**config.mk**
```make
export PLATFORM = sky130hd
export DESIGN_NAME = uism_top
export DESIGN_NICKNAME = d
export VERILOG_FILES = /design/src/uism_pkg.sv /design/src/uism_top.sv
export VERILOG_INCLUDE_DIRS = /design/src /design/src/src
export SDC_FILE = /design/constraint.sdc
export NUM_CORES = 1
export LEC_CHECK = 0
export BUFFER_PORTS_ARGS = -buffer_cell sky130_fd_sc_hd__buf_2
export CORE_UTILIZATION = 53
export CTS_BUF_LIST = sky130_fd_sc_hd__clkbuf_8
export CTS_CLUSTER_DIAMETER = 30
export DETAILED_ROUTE_END_ITERATION = 8
export MAX_ROUTING_LAYER = met4
export PLACE_DENSITY_LB_ADDON = 0.08
export SETUP_SLACK_MARGIN = 0.1
export SLEW_MARGIN = 20
export SYNTH_ARGS = -nofsm -noshare
export SYNTH_HDL_FRONTEND = slang
export SYNTH_SLANG_ARGS = --single-unit
```
**constraint.sdc**
```tcl
create_clock -name i_clk -period 4.2 [get_ports i_clk]
set_input_delay 0.63 -clock i_clk [delete_from_list [all_inputs] [get_ports i_clk]]
set_output_delay 0.63 -clock i_clk [all_outputs]
set_load 0.1 [all_outputs]
```
**src/uism_params.svh**
```systemverilog
// Constants for the serial-port interrupt status and mask block.
// Assumes inclusion by the package and the bench only.
`ifndef UISM_PARAMS_SVH
`define UISM_PARAMS_SVH

`define UISM_NUM_SRC        11
`define UISM_ADDR_W         12
`define UISM_DATA_W         32
`define UISM_OFS_MASK       12'h038
`define UISM_OFS_RAW        12'h03C
`define UISM_OFS_MSKD       12'h040
`define UISM_OFS_CLR        12'h044
`define UISM_MASK_RST       11'h000
`define UISM_RAW_RST        11'h000
`define UISM_BIT_OVERRUN    10
`define UISM_BIT_BREAK      9
`define UISM_BIT_PARITY     8
`define UISM_BIT_FRAMING    7
`define UISM_BIT_TIMEOUT    6
`define UISM_BIT_TX         5
`define UISM_BIT_RX         4
`define UISM_BIT_DSR        3
`define UISM_BIT_DCD        2
`define UISM_BIT_CTS        1
`define UISM_BIT_RI         0
`define UISM_RESP_OKAY      2'h0
`define UISM_RESP_SLVERR    2'h2

`endif

```
**src/uism_pkg.sv**
```systemverilog
// Types for the serial-port interrupt status and mask block.
// Assumes uism_params.svh is on the include path.
`include "uism_params.svh"

package uism_pkg;

  typedef logic [`UISM_NUM_SRC-1:0] uism_src_t;

  typedef enum logic [1:0] {
    UISM_WR_IDLE = 2'b00,
    UISM_WR_RESP = 2'b01
  } uism_wr_st_t;

  typedef enum logic [1:0] {
    UISM_RD_IDLE = 2'b00,
    UISM_RD_DATA = 2'b01
  } uism_rd_st_t;

  // Register-side state of the block
  typedef struct packed {
    uism_src_t              mask;
    uism_src_t              raw;
    uism_wr_st_t            wr_st;
    logic                   aw_got;
    logic                   w_got;
    logic [`UISM_ADDR_W-1:0] awaddr;
    logic [`UISM_DATA_W-1:0] wdata;
    logic [3:0]             wstrb;
    logic [1:0]             bresp;
    uism_rd_st_t            rd_st;
    logic [`UISM_DATA_W-1:0] rdata;
    logic [1:0]             rresp;
  } uism_state_t;

endpackage

```
**src/uism_top.sv**
```systemverilog
// Interrupt status and mask registers of a serial port, AXI4-Lite slave.
// Assumes single-cycle set pulses from the port's event logic, one clock.
`timescale 1ns/1ps

module uism_top
  import uism_pkg::*;
(
  // Clock and reset
  input  wire logic                    i_clk,
  input  wire logic                    i_rst_b,
  // Interrupt sources, one-cycle set pulses
  input  wire logic                    i_overrun_error_irq,
  input  wire logic                    i_break_error_irq,
  input  wire logic                    i_parity_error_irq,
  input  wire logic                    i_framing_error_irq,
  input  wire logic                    i_rx_timeout_irq,
  input  wire logic                    i_tx_level_irq,
  input  wire logic                    i_rx_level_irq,
  input  wire logic                    i_dataset_ready_change_irq,
  input  wire logic                    i_carrier_detect_change_irq,
  input  wire logic                    i_clear_to_send_change_irq,
  input  wire logic                    i_ring_indicator_change_irq,
  // AXI4-Lite write channels
  input  wire logic                    s_axi_awvalid,
  output logic                         s_axi_awready,
  input  wire logic [`UISM_ADDR_W-1:0] s_axi_awaddr,
  input  wire logic                    s_axi_wvalid,
  output logic                         s_axi_wready,
  input  wire logic [`UISM_DATA_W-1:0] s_axi_wdata,
  input  wire logic [3:0]              s_axi_wstrb,
  output logic                         s_axi_bvalid,
  input  wire logic                    s_axi_bready,
  output logic [1:0]                   s_axi_bresp,
  // AXI4-Lite read channels
  input  wire logic                    s_axi_arvalid,
  output logic                         s_axi_arready,
  input  wire logic [`UISM_ADDR_W-1:0] s_axi_araddr,
  output logic                         s_axi_rvalid,
  input  wire logic                    s_axi_rready,
  output logic [`UISM_DATA_W-1:0]      s_axi_rdata,
  output logic [1:0]                   s_axi_rresp,
  // Interrupt outputs
  output logic [`UISM_NUM_SRC-1:0]     o_masked_state,
  output logic                         o_irq
);

  ////////////////////////////////////////////////////////////////////////////
  // Source vector in register bit order

  uism_src_t   src_set;
  uism_state_t st_ff;
  uism_state_t nxt_st;
  uism_src_t   masked;
  uism_src_t   clr_vec;
  logic        clr_hit;

  // placement of error, timeout, level and modem-change sources
  always_comb begin
    src_set                     = '0;
    src_set[`UISM_BIT_OVERRUN]  = i_overrun_error_irq;
    src_set[`UISM_BIT_BREAK]    = i_break_error_irq;
    src_set[`UISM_BIT_PARITY]   = i_parity_error_irq;
    src_set[`UISM_BIT_FRAMING]  = i_framing_error_irq;
    src_set[`UISM_BIT_TIMEOUT]  = i_rx_timeout_irq;
    src_set[`UISM_BIT_TX]       = i_tx_level_irq;
    src_set[`UISM_BIT_RX]       = i_rx_level_irq;
    src_set[`UISM_BIT_DSR]      = i_dataset_ready_change_irq;
    src_set[`UISM_BIT_DCD]      = i_carrier_detect_change_irq;
    src_set[`UISM_BIT_CTS]      = i_clear_to_send_change_irq;
    src_set[`UISM_BIT_RI]       = i_ring_indicator_change_irq;
  end

  // Byte lanes 0 and 1 carry all eleven bits; upper lanes hold nothing
  function automatic uism_src_t lane_merge(uism_src_t old_v, logic [`UISM_DATA_W-1:0] d,
                                           logic [3:0] be);
    uism_src_t r;
    r = old_v;
    if (be[0]) begin
      r[7:0] = d[7:0];
    end
    if (be[1]) begin
      r[`UISM_NUM_SRC-1:8] = d[`UISM_NUM_SRC-1:8];
    end
    return r;
  endfunction

  function automatic logic is_mapped(logic [`UISM_ADDR_W-1:0] a, logic is_wr);
    logic r;
    r = 1'b0;
    if (a == `UISM_OFS_MASK) begin
      r = 1'b1;
    end else if (a == `UISM_OFS_RAW) begin
      r = !is_wr;
    end else if (a == `UISM_OFS_MSKD) begin
      r = !is_wr;
    end else if (a == `UISM_OFS_CLR) begin
      r = is_wr;
    end
    return r;
  endfunction

  ////////////////////////////////////////////////////////////////////////////
  // Next-state logic

  // masked view is raw AND mask
  assign masked = st_ff.raw & st_ff.mask;

  always_comb begin
    logic do_wr;
    logic [`UISM_ADDR_W-1:0] wa;
    logic [`UISM_DATA_W-1:0] wd;
    logic [3:0] ws;
    do_wr   = 1'b0;
    wa      = st_ff.awaddr;
    wd      = st_ff.wdata;
    ws      = st_ff.wstrb;
    nxt_st  = st_ff;
    clr_vec = '0;
    clr_hit = 1'b0;

    // Write path: capture address and data in either order
    case (st_ff.wr_st)
      UISM_WR_IDLE: begin
        if (s_axi_awvalid && !st_ff.aw_got) begin
          nxt_st.aw_got = 1'b1;
          nxt_st.awaddr = s_axi_awaddr;
          wa            = s_axi_awaddr;
        end
        if (s_axi_wvalid && !st_ff.w_got) begin
          nxt_st.w_got = 1'b1;
          nxt_st.wdata = s_axi_wdata;
          nxt_st.wstrb = s_axi_wstrb;
          wd           = s_axi_wdata;
          ws           = s_axi_wstrb;
        end
        do_wr = nxt_st.aw_got && nxt_st.w_got;
        if (do_wr) begin
          nxt_st.aw_got = 1'b0;
          nxt_st.w_got  = 1'b0;
          nxt_st.wr_st  = UISM_WR_RESP;
          nxt_st.bresp  = is_mapped(wa, 1'b1) ? `UISM_RESP_OKAY : `UISM_RESP_SLVERR;
        end
      end
      UISM_WR_RESP: begin
        if (s_axi_bready) begin
          nxt_st.wr_st = UISM_WR_IDLE;
        end
      end
      default: begin
        nxt_st.wr_st = UISM_WR_IDLE;
      end
    endcase

    // Address decode for the committed write
    if (do_wr) begin
      if (wa == `UISM_OFS_MASK) begin
        // mask bits follow written ones and zeros
        nxt_st.mask = lane_merge(st_ff.mask, wd, ws);
      end else if (wa == `UISM_OFS_CLR) begin
        // only ones clear; zeros leave state
        clr_vec = lane_merge('0, wd, ws);
        clr_hit = 1'b1;
      end
    end

    // set applied after clear so set wins
    nxt_st.raw = (st_ff.raw & ~clr_vec) | src_set;

    // Read path; data registered on acceptance
    case (st_ff.rd_st)
      UISM_RD_IDLE: begin
        if (s_axi_arvalid) begin
          nxt_st.rd_st = UISM_RD_DATA;
          nxt_st.rresp = `UISM_RESP_OKAY;
          nxt_st.rdata = '0;
          if (s_axi_araddr == `UISM_OFS_MASK) begin
            nxt_st.rdata[`UISM_NUM_SRC-1:0] = st_ff.mask;
          end else if (s_axi_araddr == `UISM_OFS_RAW) begin
            nxt_st.rdata[`UISM_NUM_SRC-1:0] = st_ff.raw;
          end else if (s_axi_araddr == `UISM_OFS_MSKD) begin
            nxt_st.rdata[`UISM_NUM_SRC-1:0] = masked;
          end else begin
            // Clear register is write-only, so a read is refused like a hole
            nxt_st.rresp = `UISM_RESP_SLVERR;
          end
        end
      end
      UISM_RD_DATA: begin
        if (s_axi_rready) begin
          nxt_st.rd_st = UISM_RD_IDLE;
        end
      end
      default: begin
        nxt_st.rd_st = UISM_RD_IDLE;
      end
    endcase
  end

  ////////////////////////////////////////////////////////////////////////////
  // State register

  // modem raw bits cleared at reset anyway, a safe defined value
  always_ff @(posedge i_clk or negedge i_rst_b) begin
    if (!i_rst_b) begin
      st_ff       <= '0;
      st_ff.mask  <= `UISM_MASK_RST;
      st_ff.raw   <= `UISM_RAW_RST;
      st_ff.wr_st <= UISM_WR_IDLE;
      st_ff.rd_st <= UISM_RD_IDLE;
    end else begin
      st_ff <= nxt_st;
    end
  end

  ////////////////////////////////////////////////////////////////////////////
  // Outputs

  assign s_axi_awready  = (st_ff.wr_st == UISM_WR_IDLE) && !st_ff.aw_got;
  assign s_axi_wready   = (st_ff.wr_st == UISM_WR_IDLE) && !st_ff.w_got;
  assign s_axi_bvalid   = (st_ff.wr_st == UISM_WR_RESP);
  assign s_axi_bresp    = st_ff.bresp;
  assign s_axi_arready  = (st_ff.rd_st == UISM_RD_IDLE);
  assign s_axi_rvalid   = (st_ff.rd_st == UISM_RD_DATA);
  assign s_axi_rdata    = st_ff.rdata;
  assign s_axi_rresp    = st_ff.rresp;
  assign o_masked_state = masked;
  // single line ORs all masked bits
  assign o_irq          = |masked;

  ////////////////////////////////////////////////////////////////////////////
  // Assertions

  AST_OVERRUN_SET: assert property (@(posedge i_clk) disable iff (!i_rst_b)
    i_overrun_error_irq |=> st_ff.raw[10])
    else $error("overrun event not at raw bit 10");

  AST_BREAK_SET: assert property (@(posedge i_clk) disable iff (!i_rst_b)
    i_break_error_irq |=> st_ff.raw[9])
    else $error("break event not at raw bit 9");

  AST_PARITY_SET: assert property (@(posedge i_clk) disable iff (!i_rst_b)
    i_parity_error_irq |=> st_ff.raw[8])
    else $error("parity event not at raw bit 8");

  AST_FRAMING_SET: assert property (@(posedge i_clk) disable iff (!i_rst_b)
    i_framing_error_irq |=> st_ff.raw[7])
    else $error("framing event not at raw bit 7");

  AST_TIMEOUT_SET: assert property (@(posedge i_clk) disable iff (!i_rst_b)
    i_rx_timeout_irq |=> st_ff.raw[6])
    else $error("timeout event not at raw bit 6");

  AST_TX_SET: assert property (@(posedge i_clk) disable iff (!i_rst_b)
    i_tx_level_irq |=> st_ff.raw[5])
    else $error("transmit event not at raw bit 5");

  AST_RX_SET: assert property (@(posedge i_clk) disable iff (!i_rst_b)
    i_rx_level_irq |=> st_ff.raw[4])
    else $error("receive event not at raw bit 4");

  AST_DSR_DCD_SET: assert property (@(posedge i_clk) disable iff (!i_rst_b)
    (i_dataset_ready_change_irq |=> st_ff.raw[`UISM_BIT_DSR])
      and (i_carrier_detect_change_irq |=> st_ff.raw[`UISM_BIT_DCD]))
    else $error("modem dsr or dcd event misplaced");

  AST_CTS_RI_SET: assert property (@(posedge i_clk) disable iff (!i_rst_b)
    (i_clear_to_send_change_irq |=> st_ff.raw[`UISM_BIT_CTS])
      and (i_ring_indicator_change_irq |=> st_ff.raw[`UISM_BIT_RI]))
    else $error("modem cts or ri event misplaced");

  AST_MASK_READ: assert property (@(posedge i_clk) disable iff (!i_rst_b)
    (s_axi_arvalid && s_axi_arready && s_axi_araddr == `UISM_OFS_MASK)
      |=> (s_axi_rvalid && s_axi_rdata == {21'h000000, $past(st_ff.mask)}))
    else $error("mask read value wrong");

  AST_MASK_WRITE: assert property (@(posedge i_clk) disable iff (!i_rst_b)
    (s_axi_awvalid && s_axi_awready && s_axi_awaddr == `UISM_OFS_MASK
      && s_axi_wvalid && s_axi_wready && s_axi_wstrb == 4'hF)
      |=> (st_ff.mask == $past(s_axi_wdata[`UISM_NUM_SRC-1:0])))
    else $error("mask write not stored");

  AST_RAW_READ: assert property (@(posedge i_clk) disable iff (!i_rst_b)
    (s_axi_arvalid && s_axi_arready && s_axi_araddr == `UISM_OFS_RAW)
      |=> (s_axi_rdata == {21'h000000, $past(st_ff.raw)}))
    else $error("raw status read wrong");

  AST_MSKD_READ: assert property (@(posedge i_clk) disable iff (!i_rst_b)
    (s_axi_arvalid && s_axi_arready && s_axi_araddr == `UISM_OFS_MSKD)
      |=> (s_axi_rdata == {21'h000000, $past(st_ff.raw & st_ff.mask)}))
    else $error("masked status read wrong");

  AST_CLEAR: assert property (@(posedge i_clk) disable iff (!i_rst_b)
    (clr_hit && clr_vec[10] && !i_overrun_error_irq) |=> !st_ff.raw[10])
    else $error("clear write did not clear overrun");

  AST_IRQ_OR: assert property (@(posedge i_clk) disable iff (!i_rst_b)
    o_irq == |(st_ff.raw & st_ff.mask))
    else $error("interrupt line not OR of masked bits");

  AST_CLEAR_ZERO: assert property (@(posedge i_clk) disable iff (!i_rst_b)
    clr_hit |=> (($past(st_ff.raw) & ~$past(clr_vec) & ~st_ff.raw) == '0))
    else $error("zero clear bit dropped pending state");

  AST_SET_WINS: assert property (@(posedge i_clk) disable iff (!i_rst_b)
    clr_hit |=> (($past(src_set) & ~st_ff.raw) == '0))
    else $error("clear beat simultaneous set");

endmodule // uism_top
```
# ---- Word-level counts from Yosys, hierarchy flattened
# Cells that the tools add are included.
dict set report classes {
  n_eq_ne 15
  mux 36
  n_bitwise 4
  n_reduce_logical 17
}
# operator count
set op_table {}
lappend op_table {{$mux 11} 8}
lappend op_table {{$eq 12x6->1 const B} 5}
lappend op_table {{$eq 12x7->1 const B} 4}
lappend op_table {{$mux 12} 3}
lappend op_table {{$mux 36} 1}
lappend op_table {{$and 11x11->11} 2}
lappend op_table {{$mux 2} 8}
lappend op_table {{$mux 1} 11}
lappend op_table {{$not 11->11} 1}
lappend op_table {{$or 11x11->11} 1}
lappend op_table {{$reduce_or 11->1} 1}
lappend op_table {{$reduce_and 2->1} 5}
lappend op_table {{$mux 8} 1}
lappend op_table {{$pmux 2 s2} 2}
lappend op_table {{$reduce_and 3->1} 2}
lappend op_table {{$logic_and 1x1->1} 5}
lappend op_table {{$eq 2x1->1 const B} 2}
lappend op_table {{$logic_not 2->1} 2}
lappend op_table {{$mux 4} 1}
lappend op_table {{$ne 2x1->1 const B} 2}
lappend op_table {{$ne 2x2->1 const B} 2}
lappend op_table {{$mux 3} 1}
lappend op_table {{$logic_not 1->1} 2}
dict set report totals {
  register_bits 68
  inputBits 78
  out_inout_bits 53
  wordCells 85
}

# ---- Longest topological paths before layout
# Gate-level depths: netlist of run 1.
dict set report logic_depth {
  ltp_word 12
  ltp_mapped 7
  mapped_depth_nobuf 6
}

# ---- Worst setup path before layout of run 1
# No wires, ideal clock.
dict set report synth_timing {
  path_type {register to output}
  start {reg st_ff[105] (netlist name)}
  end {out o_irq}
  t_arrival_ns 2.571
  path_slack_ns 0.999
  stages_incl_launch_ff 5
  path_buffers 0
  cell_sequence {dfrtp_1 -> and2_1 -> or4_1 -> nor4_1 -> or4b_1}
}
dict set report synth_via {
  elab_chain_cells 2
}
# element line_no
set synth_lines {}
lappend synth_lines {{start, declared} uism_top.sv:51} ;# uism_state_t st_ff;
lappend synth_lines {{start signal, assigned} uism_top.sv:211} ;# st_ff <= nxt_st;
lappend synth_lines {{$and 11x11->11} uism_top.sv:106} ;# assign masked = st_ff.raw & st_ff.mask;
lappend synth_lines {{net o_masked_state[4]} uism_top.sv:43} ;# output logic [`UISM_NUM_SRC-1:0] o_masked_state,
lappend synth_lines {{$reduce_or 11->1} uism_top.sv:228} ;# assign o_irq = |masked;
lappend synth_lines {{end, declared} uism_top.sv:44} ;# output logic o_irq
# The timed path passes the listed nets, and every way through them passes these cells.

# ---- Worst setup path after layout of run 1
dict set report layout_timing {
  start {reg st_ff[106] (netlist name)}
  end {out o_irq}
}
dict set report layout_via {
  elab_chain_cells 2
}
# element line_no
set layout_lines {}
lappend layout_lines {{$and 11x11->11} uism_top.sv:106}
lappend layout_lines {{$reduce_or 11->1} uism_top.sv:228}
# Every way passes these cells.

==> results of run 1 <==
-- kinds of logic after synthesis --
logic type      Yosys count
other cells               1
buf+inv                  54
simple gates             75
mux                      38
compound gates           45
flops                    64
-- flip-flops by register name (all words and copies together) (netlist names) --
signal / flops
s_axi_rresp: 1
s_axi_bresp: 1
st_ff: 51
s_axi_rdata: 11
-- synthesized netlist by cell type, types with 4 or more instances --
cell type  count  area share (%)
nor2_1        14             1.7
inv_1          7            0.85
nand3_1       11             1.8
mux2i_1        5             1.6
dfrtp_1       64              52
nor3_1         4            0.65
mux2_2        32              12
o22ai_1       12             2.4
nor4_1         4            0.81
buf_4         36             8.7
clkbuf_1       6            0.73
o21ai_0       15             2.4
and2_1        11             2.2
a21o_1        11             2.7
nand2_1       15             1.8
-- through the flow --
step	util (%)	instances
after detailed placement	60.9	413
after global placement	60.9	413
after global routing	64.0	427
after floorplan	-	299
final	64.0	427
after CTS	64.0	427
-- power by group --
group / leakage [nW] / internal, W / switching, W / total (W)
combinational: 0.871 / 0.000204 / 0.000454 / 0.000658
sequential: 0.765 / 0.000756 / 0.0000724 / 0.000828
clock: 0.0969 / 0.000252 / 0.000208 / 0.000460
-- how the worst max path moves through the flow --
stage / slack [ns] / startpoint / cells past startpoint / endpoint
4_1_cts: 0.98 / st_ff[106]$_DFFE_PN0P_ / 5 / o_irq
5_1_grt: 0.87 / st_ff[106]$_DFFE_PN0P_ / 5 / o_irq
3_5_place_dp: 1.36 / st_ff[106]$_DFFE_PN0P_ / 5 / o_irq
6_report: 1.01 / st_ff[106]$_DFFE_PN0P_ / 5 / o_irq
3_3_place_gp: 1.39 / st_ff[106]$_DFFE_PN0P_ / 5 / o_irq
2_1_floorplan: 1.0 / st_ff[105]$_DFFE_PN0P_ / 4 / o_irq
-- worst max-delay path, delay by kind of cell (launching register included) --
kind          cells  cell delay (ns)
buf+inv           1             0.30
flops             1             0.39
simple gates      4             1.54
-- cell type report --
type,count,area [sq um],share of cell area [%]
timing repair buffer,88,450,12.6
inverter,8,30.0,0.842
multi-input combinational,181,1220,34.2
tap,72,90.1,2.53
clock inverter,2,7.51,0.211
sequential,64,1600,44.9
clock buffer,12,165,4.63
-- metal layers --
layer / wire length, um / GRT usage [%] / part of all wire [%]
met5: 0 / - / 0
met4: 97 / 9.81 / 1.6
met3: 334 / 6.05 / 5.5
met2: 2890 / 33.4 / 47
met1: 2780 / 28.3 / 46
==> summary.txt, run 1 <==
Outcome
  • Run status: finished clean

Place
  • Count of input and output buffers: 84
  • Place WS: roughly 1.4 ns
  • Area after DPL: 0.00339 sq mm
  • Placer Congestion: ~0.84
  • DP Wirelength: 4.41 mm

Clock tree
  • Cts bufs inserted: 9
  • # Post-CTS Setup Buffers: 0
  • TritonCTS clock tree: done
  • Clk sinks: 64
  • Clk root buf: clkbuf_8
  • CTS Buffer Depth: 2
  • CTS resizes: 0
  • Clk slew on worst S/H paths: ~0.07 ns
  • # hold bufs at CTS: 0
  • Clock latency on the worst-skew pair: about 0.34 ns
  • Htree depth: 3

Die
  • Die footprint: approximately 0.006 sq mm
  • Row Count: 27
  • Starting Density: approximately 56%
  • Die height: 78.4 um
  • Core footprint: ~0.0056 sq mm
  • Die width: about 78 um
  • # IOs: between 100 and 150

Min path
  • Hold Path Class: in2async

Synth
  • Ys Warns: 0
  • Synth Area in Compound Gates: about a tenth
  • Post-synth top flop: dfrtp_1
  • Post-Syn Area: about 0.0031 sq mm
  • Asr flop ratio synth: 100%
  • Adder-Cell Fraction of Synth Area: 0%
  • Mux share of post-synthesis cell area: between 10% and 20%
  • #FFs+latches synth: 64
  • Post-synthesis cell count: ~280
  • Library cells used by synthesis: 39
  • Largest family of logic cells by synthesized area: multiplexers
  • Share of the yosys chip area belonging to registers: roughly half
  • Post-Synth Simple-Gate Area: approximately 14%
  • XOR/XNOR Fraction of Synth Area: 0%
  • Syn Area/Cell: ~11 sq um
  • Number of synthesized flops with an enable pin: 0

Global route
  • Total Routing Usage GR: 22.2%
  • Largest net degree at the start of global routing: 36
  • Vias in the first global route: between 2000 and 2500
  • Antenna violations before repair: 0
  • First-pass GRT wire length: around 10 mm
  • Grt ovf: 0

Timing
  • Fin crit share: around 76%
  • Slew @ Worst Pin: slightly below 0.8 ns
  • RSZ-0062 raised after global routing: false
  • Final worst slack: 1.01 ns
  • Hold Violations, Final: 0
  • Final Skew: approximately 0.0058 ns
  • Worst hold slack: 0.374 ns
  • Fin. max-slew vios: 0
  • F_max: ~0.31 GHz
  • Setup-failing EPs final: 0
  • Slew headroom: between 40 and 50%
  • Fin crit period: approximately 3.2 ns
  • Fin Setup TNS: 0 ns

Drt
  • DRT Wirelength: 6.11 mm
  • DR vias/cell: slightly above 5
  • Pre-Repair DR Iteration Count: 4
  • DRT antenna net count: 0
  • Total number of vias: roughly 2200
  • WL per Instance: 14.3 um
  • DR DRC count: 0
  • DR iter-0 viols: 66

Power
  • Tot Pwr: 0.00195 W
  • PD cells: approximately 550 mW/mm^2
  • Max IR drop VDD: ~410 uV
  • Pleak: about 1.7 nW

Setup path
  • Worst R2R Start: st_ff[88]$_DFFE_PN0P_
  • CP Launch Type: flop
  • Max Fanout on Critical Path: 3
  • Worst r2r path cells: 5
  • Setup CP Type: reg2out
  • Largest stage delay, worst path: 0.54 ns
  • R2r setup slk: 1.84 ns
  • Worst path slowest cell: or4_1
  • End of the worst register-to-register path: st_ff[103]$_DFFE_PN0P_
  • Worst endpoint required time: between 3 and 4 ns
  • Worst path cell trace: and2_4 > or4_1 > nor4_1 > or4b_1 > buf_2
  • Crit path DAT: roughly 2.6 ns
  • Crit end category: primary output

Layout
  • Commonest non-fill, non-tap cell in the layout: buf_2
  • Synth-to-layout area growth: 15.2%
  • Fill cells: about 490
  • Layout cells sized above 1: around two fifths
  • Most frequent cells in the layout: 84 x buf_2, 64 x dfrtp_1, 32 x mux2_2
  • Final Cell Area: 0.00356 sq mm
  • Fin nets: 430
  • # diodes: 0

Flow run
  • Max-Cap Viols: 0
Note: power is estimated with default switching activity, not from simulation.
==> run 2, diff against run 1 <==
--- a/config.mk
+++ b/config.mk
@@ -6,8 +6,9 @@
 export SDC_FILE = /design/constraint.sdc
 export NUM_CORES = 1
 export LEC_CHECK = 0
+export ABC_AREA = 1
 export BUFFER_PORTS_ARGS = -buffer_cell sky130_fd_sc_hd__buf_2
-export CORE_UTILIZATION = 53
+export CORE_UTILIZATION = 48
 export CTS_BUF_LIST = sky130_fd_sc_hd__clkbuf_8
 export CTS_CLUSTER_DIAMETER = 30
 export DETAILED_ROUTE_END_ITERATION = 8
==> constraint.sdc (replaced) <==
create_clock -name i_clk -period 2.6 [get_ports i_clk]
set_input_delay 0.39 -clock i_clk [delete_from_list [all_inputs] [get_ports i_clk]]
set_output_delay 0.39 -clock i_clk [all_outputs]
set_load 0.1 [all_outputs]
==> run 2 against run 1 <==
Clock power is 87% higher. Global-route usage is 0.13 points lower. Critical path depth is 5 higher. Final cell count is 72% higher. Clock skew is 0.0063 ns higher. Combinational power grew to 2.7 times the previous value. Sequential power is 58% higher. Sequential share of layout area is 8.6 points lower. Highest routed layer unchanged. Count of clock-buffer cells in the layout is 3 lower. Hold slack worse by 0.29 ns. Largest power group is now combinational logic. Via count is 59% higher. First-iteration DRC count grew to 3.7 times the previous value.
==> summary.txt, run 2 <==
Synth
  • Share of the yosys chip area belonging to registers: 40.5% (-11 points)
  • Post-Syn Area: 0.00395 sq mm (+28%)
  • Synth top area share: 40.5% (-11 points)
  • Asr flop ratio synth: 100% (unchanged)
  • Post-synth top area cell: dfrtp_1
  • Synth top area cells: dfrtp_1 41%, nand2_1 20%, buf_4 7.8%, nand3_1 7.6%, inv_1 6.5%
  • Number of synthesized flops with an enable pin: 0 (unchanged)
  • Commonest cells post-synth: 211 x nand2_1, 68 x inv_1, 64 x dfrtp_1
  • Post-synth top flop: dfrtp_1
  • Count leader, synth: nand2_1
  • Syn Area/Cell: 7.00 sq um (-37%)
  • Library cells used by synthesis: 29 (-26%)
  • Ys Warns: 0 (unchanged)
  • Post-synthesis cell count: 565 (+100%)
  • #FFs+latches synth: 64 (unchanged)

Drt
  • Total number of vias: 3527 (+59%)
  • DR DRC count: 0 (unchanged)
  • WL per Instance: 11.9 um (-17%)
  • DRT Wirelength: 8.73 mm (+43%)
  • DR vias/cell: 4.80 (-7.4%)
  • Pre-Repair DR Iteration Count: 4 (unchanged)
  • DRT antenna net count: 0 (unchanged)
  • DR iter-0 viols: 247 (+270%)

Timing
  • Fin crit period: around 2.2 ns
  • Fin crit share: roughly 83%
  • Hold Violations, Final: 0 (unchanged)
  • Slew @ Worst Pin: 0.691 ns (-0.0886 ns)
  • Fin. max-slew vios: 0 (unchanged)
  • F_max: roughly 0.46 GHz
  • Setup-failing EPs final: 0 (unchanged)
  • Fin Setup TNS: 0 ns (unchanged)
  • Slew headroom: 53.9% (+5.9 points)
  • RSZ-0062 raised after global routing: false
  • Final Skew: 0.0121 ns (+0.00629 ns)

Clock tree
  • Clk root buf: clkbuf_8
  • CTS Buffer Depth: 2 (unchanged)
  • Htree depth: 3 (unchanged)
  • # hold bufs at CTS: 0 (unchanged)
  • # Post-CTS Setup Buffers: 0 (unchanged)
  • CTS resizes: 0 (unchanged)
  • Clock latency on the worst-skew pair: 0.35 ns (about the same)
  • Clk sinks: 64 (unchanged)
  • Clk slew on worst S/H paths: 0.08 ns (about the same)
  • Cts bufs inserted: 9 (unchanged)
  • TritonCTS clock tree: done

Global route
  • Grt ovf: 0 (unchanged)
  • Largest net degree at the start of global routing: 38 (+5.6%)
  • First-pass GRT wire length: 14.4 mm (+47%)
  • Total Routing Usage GR: 22.1% (-0.13 points)
  • Antenna violations before repair: 0 (unchanged)
  • Vias in the first global route: 3038 (+48%)

Setup path
  • Crit path DAT: 2.41 ns (-0.15 ns)
  • Setup CP Type: reg2reg
  • Setup crit start: st_ff[87]$_DFFE_PN0N_
  • CP Launch Type: flop
  • Worst endpoint required time: 2.84 ns (-0.73 ns)
  • Worst R2R Start: st_ff[87]$_DFFE_PN0N_
  • Crit end category: flop
  • Max Fanout on Critical Path: 24 (+21)

Layout
  • Largest register by flop count: st_ff
  • Max reg flops: 51 (unchanged)
  • # diodes: 0 (unchanged)
  • Synth-to-layout area growth: 11.6%
  • Commonest non-fill, non-tap cell in the layout: nand2_1
  • Most frequent cells in the layout: 211 x nand2_1, 84 x buf_2, 69 x inv_1
  • Non-filler cells, final: 735 (+72%)
  • Fin nets: 706 (+64%)
  • Layout cells sized above 1: 19.4% (-21 points)
  • Final Cell Area: 0.00441 sq mm (+24%)

Place
  • DP Wirelength: 6.57 mm (+49%)
  • Count of input and output buffers: 84 (unchanged)
  • Area after DPL: 0.00422 sq mm (+24%)
  • Placer Congestion: 0.836 (about the same)
  • Placed cells: 719 (+74%)

Die
  • Die height: 92.8 um (+18%)
  • Die width: 92.8 um (+18%)
  • Row Count: 32 (+19%)
  • Core footprint: 0.00785 sq mm (+41%)
  • Die footprint: 0.00860 sq mm (+40%)
  • # IOs: 131 (unchanged)
  • Starting Density: 50.4% (-5.1 points)

Outcome
  • Run status: finished clean

Min path
  • Hold Path Class: in2async

Flow run
  • Max-Cap Viols: 0 (unchanged)

Power
  • Pleak: 2.66 nW (+54%)
  • PD cells: 894 mW/mm^2 (+64%)
  • Max IR drop VDD: 685 uV (+68%)
  • Tot Pwr: 0.00395 W (+100%)
## run 2: path summary, 6_finish.rpt
| path | end | slack [ns] | cells after the start |
|---|---|---|---|
| max in group asynchronous | st_ff[46]$_DFFE_PN0P_ | 1.88 | 2 |
| min in group i_clk | st_ff[88]$_DFFE_PN0P_ | 0.22 | 2 |
| max | st_ff[98]$_DFF_PN0_ | 0.43 | 10 |
| min reg2reg | s_axi_rdata[8]$_DFFE_PN0P_ | 0.48 | 2 |
| max reg2reg | st_ff[98]$_DFF_PN0_ | 0.43 | 10 |
| min | st_ff[74]$_DFFE_PN0N_ | 0.08 | 1 |
## run 2: through the flow
| step | hold WS [ns] | setup slack (ns) | util (%) |
|---|---|---|---|
| final | 0.0836 | 0.435 | 56.2 |
| after global routing | 0.112 | 0.109 | 56.2 |
| after CTS | 0.0859 | 0.445 | 56.2 |
| after detailed placement | 0.457 | 0.403 | 53.7 |
| after global placement | 0.456 | 0.435 | 53.7 |
| after floorplan | 0.0944 | 0.235 | - |
## run 2: layout make-up
type	count	area, sq um
clock buffers	9	124
repair buffers	90	478
multi-input cells	391	1740
clock inverters	7	72.6
inverters	72	270
flip-flops and latches	64	1600
well taps	102	128
fillers	819	3430
## run 2: critical path: stages (launching register included)
cell and delay [ns]:
dfrtp_1 0.41, inv_2 0.19, nand2_2 0.29, o21ai_2 0.23
nand2_1 0.07, nand2_1 0.08, nand2_1 0.12, nor2_8 0.29
nand4_1 0.22, nand2_1 0.10, nand2_1 0.05
## run 2: per-layer routing
layer	vias to the layer above	part of all wire [%]	GRT usage, %
met5	-	0	-
met4	0	1.7	7.82
met3	12	6.2	4.68
met2	119	42	31.2
met1	1567	50	31.2
li1	1829	-	-
## run 2: cell families after synthesis
group	after synthesis	synth area share, %
flops	64	40.5
compound gates	19	2.56
simple gates	349	39.2
buf+inv	132	17.6
other cells	1	0.0948
## run 2: report_power, final
| group | internal, W | total, W | switching [W] |
|---|---|---|---|
| Sequential | 0.00121 | 0.00131 | 0.0000988 |
| Clock | 0.000444 | 0.000859 | 0.000415 |
| Combinational | 0.000434 | 0.00178 | 0.00135 |
| Total | 0.00209 | 0.00395 | 0.00186 |
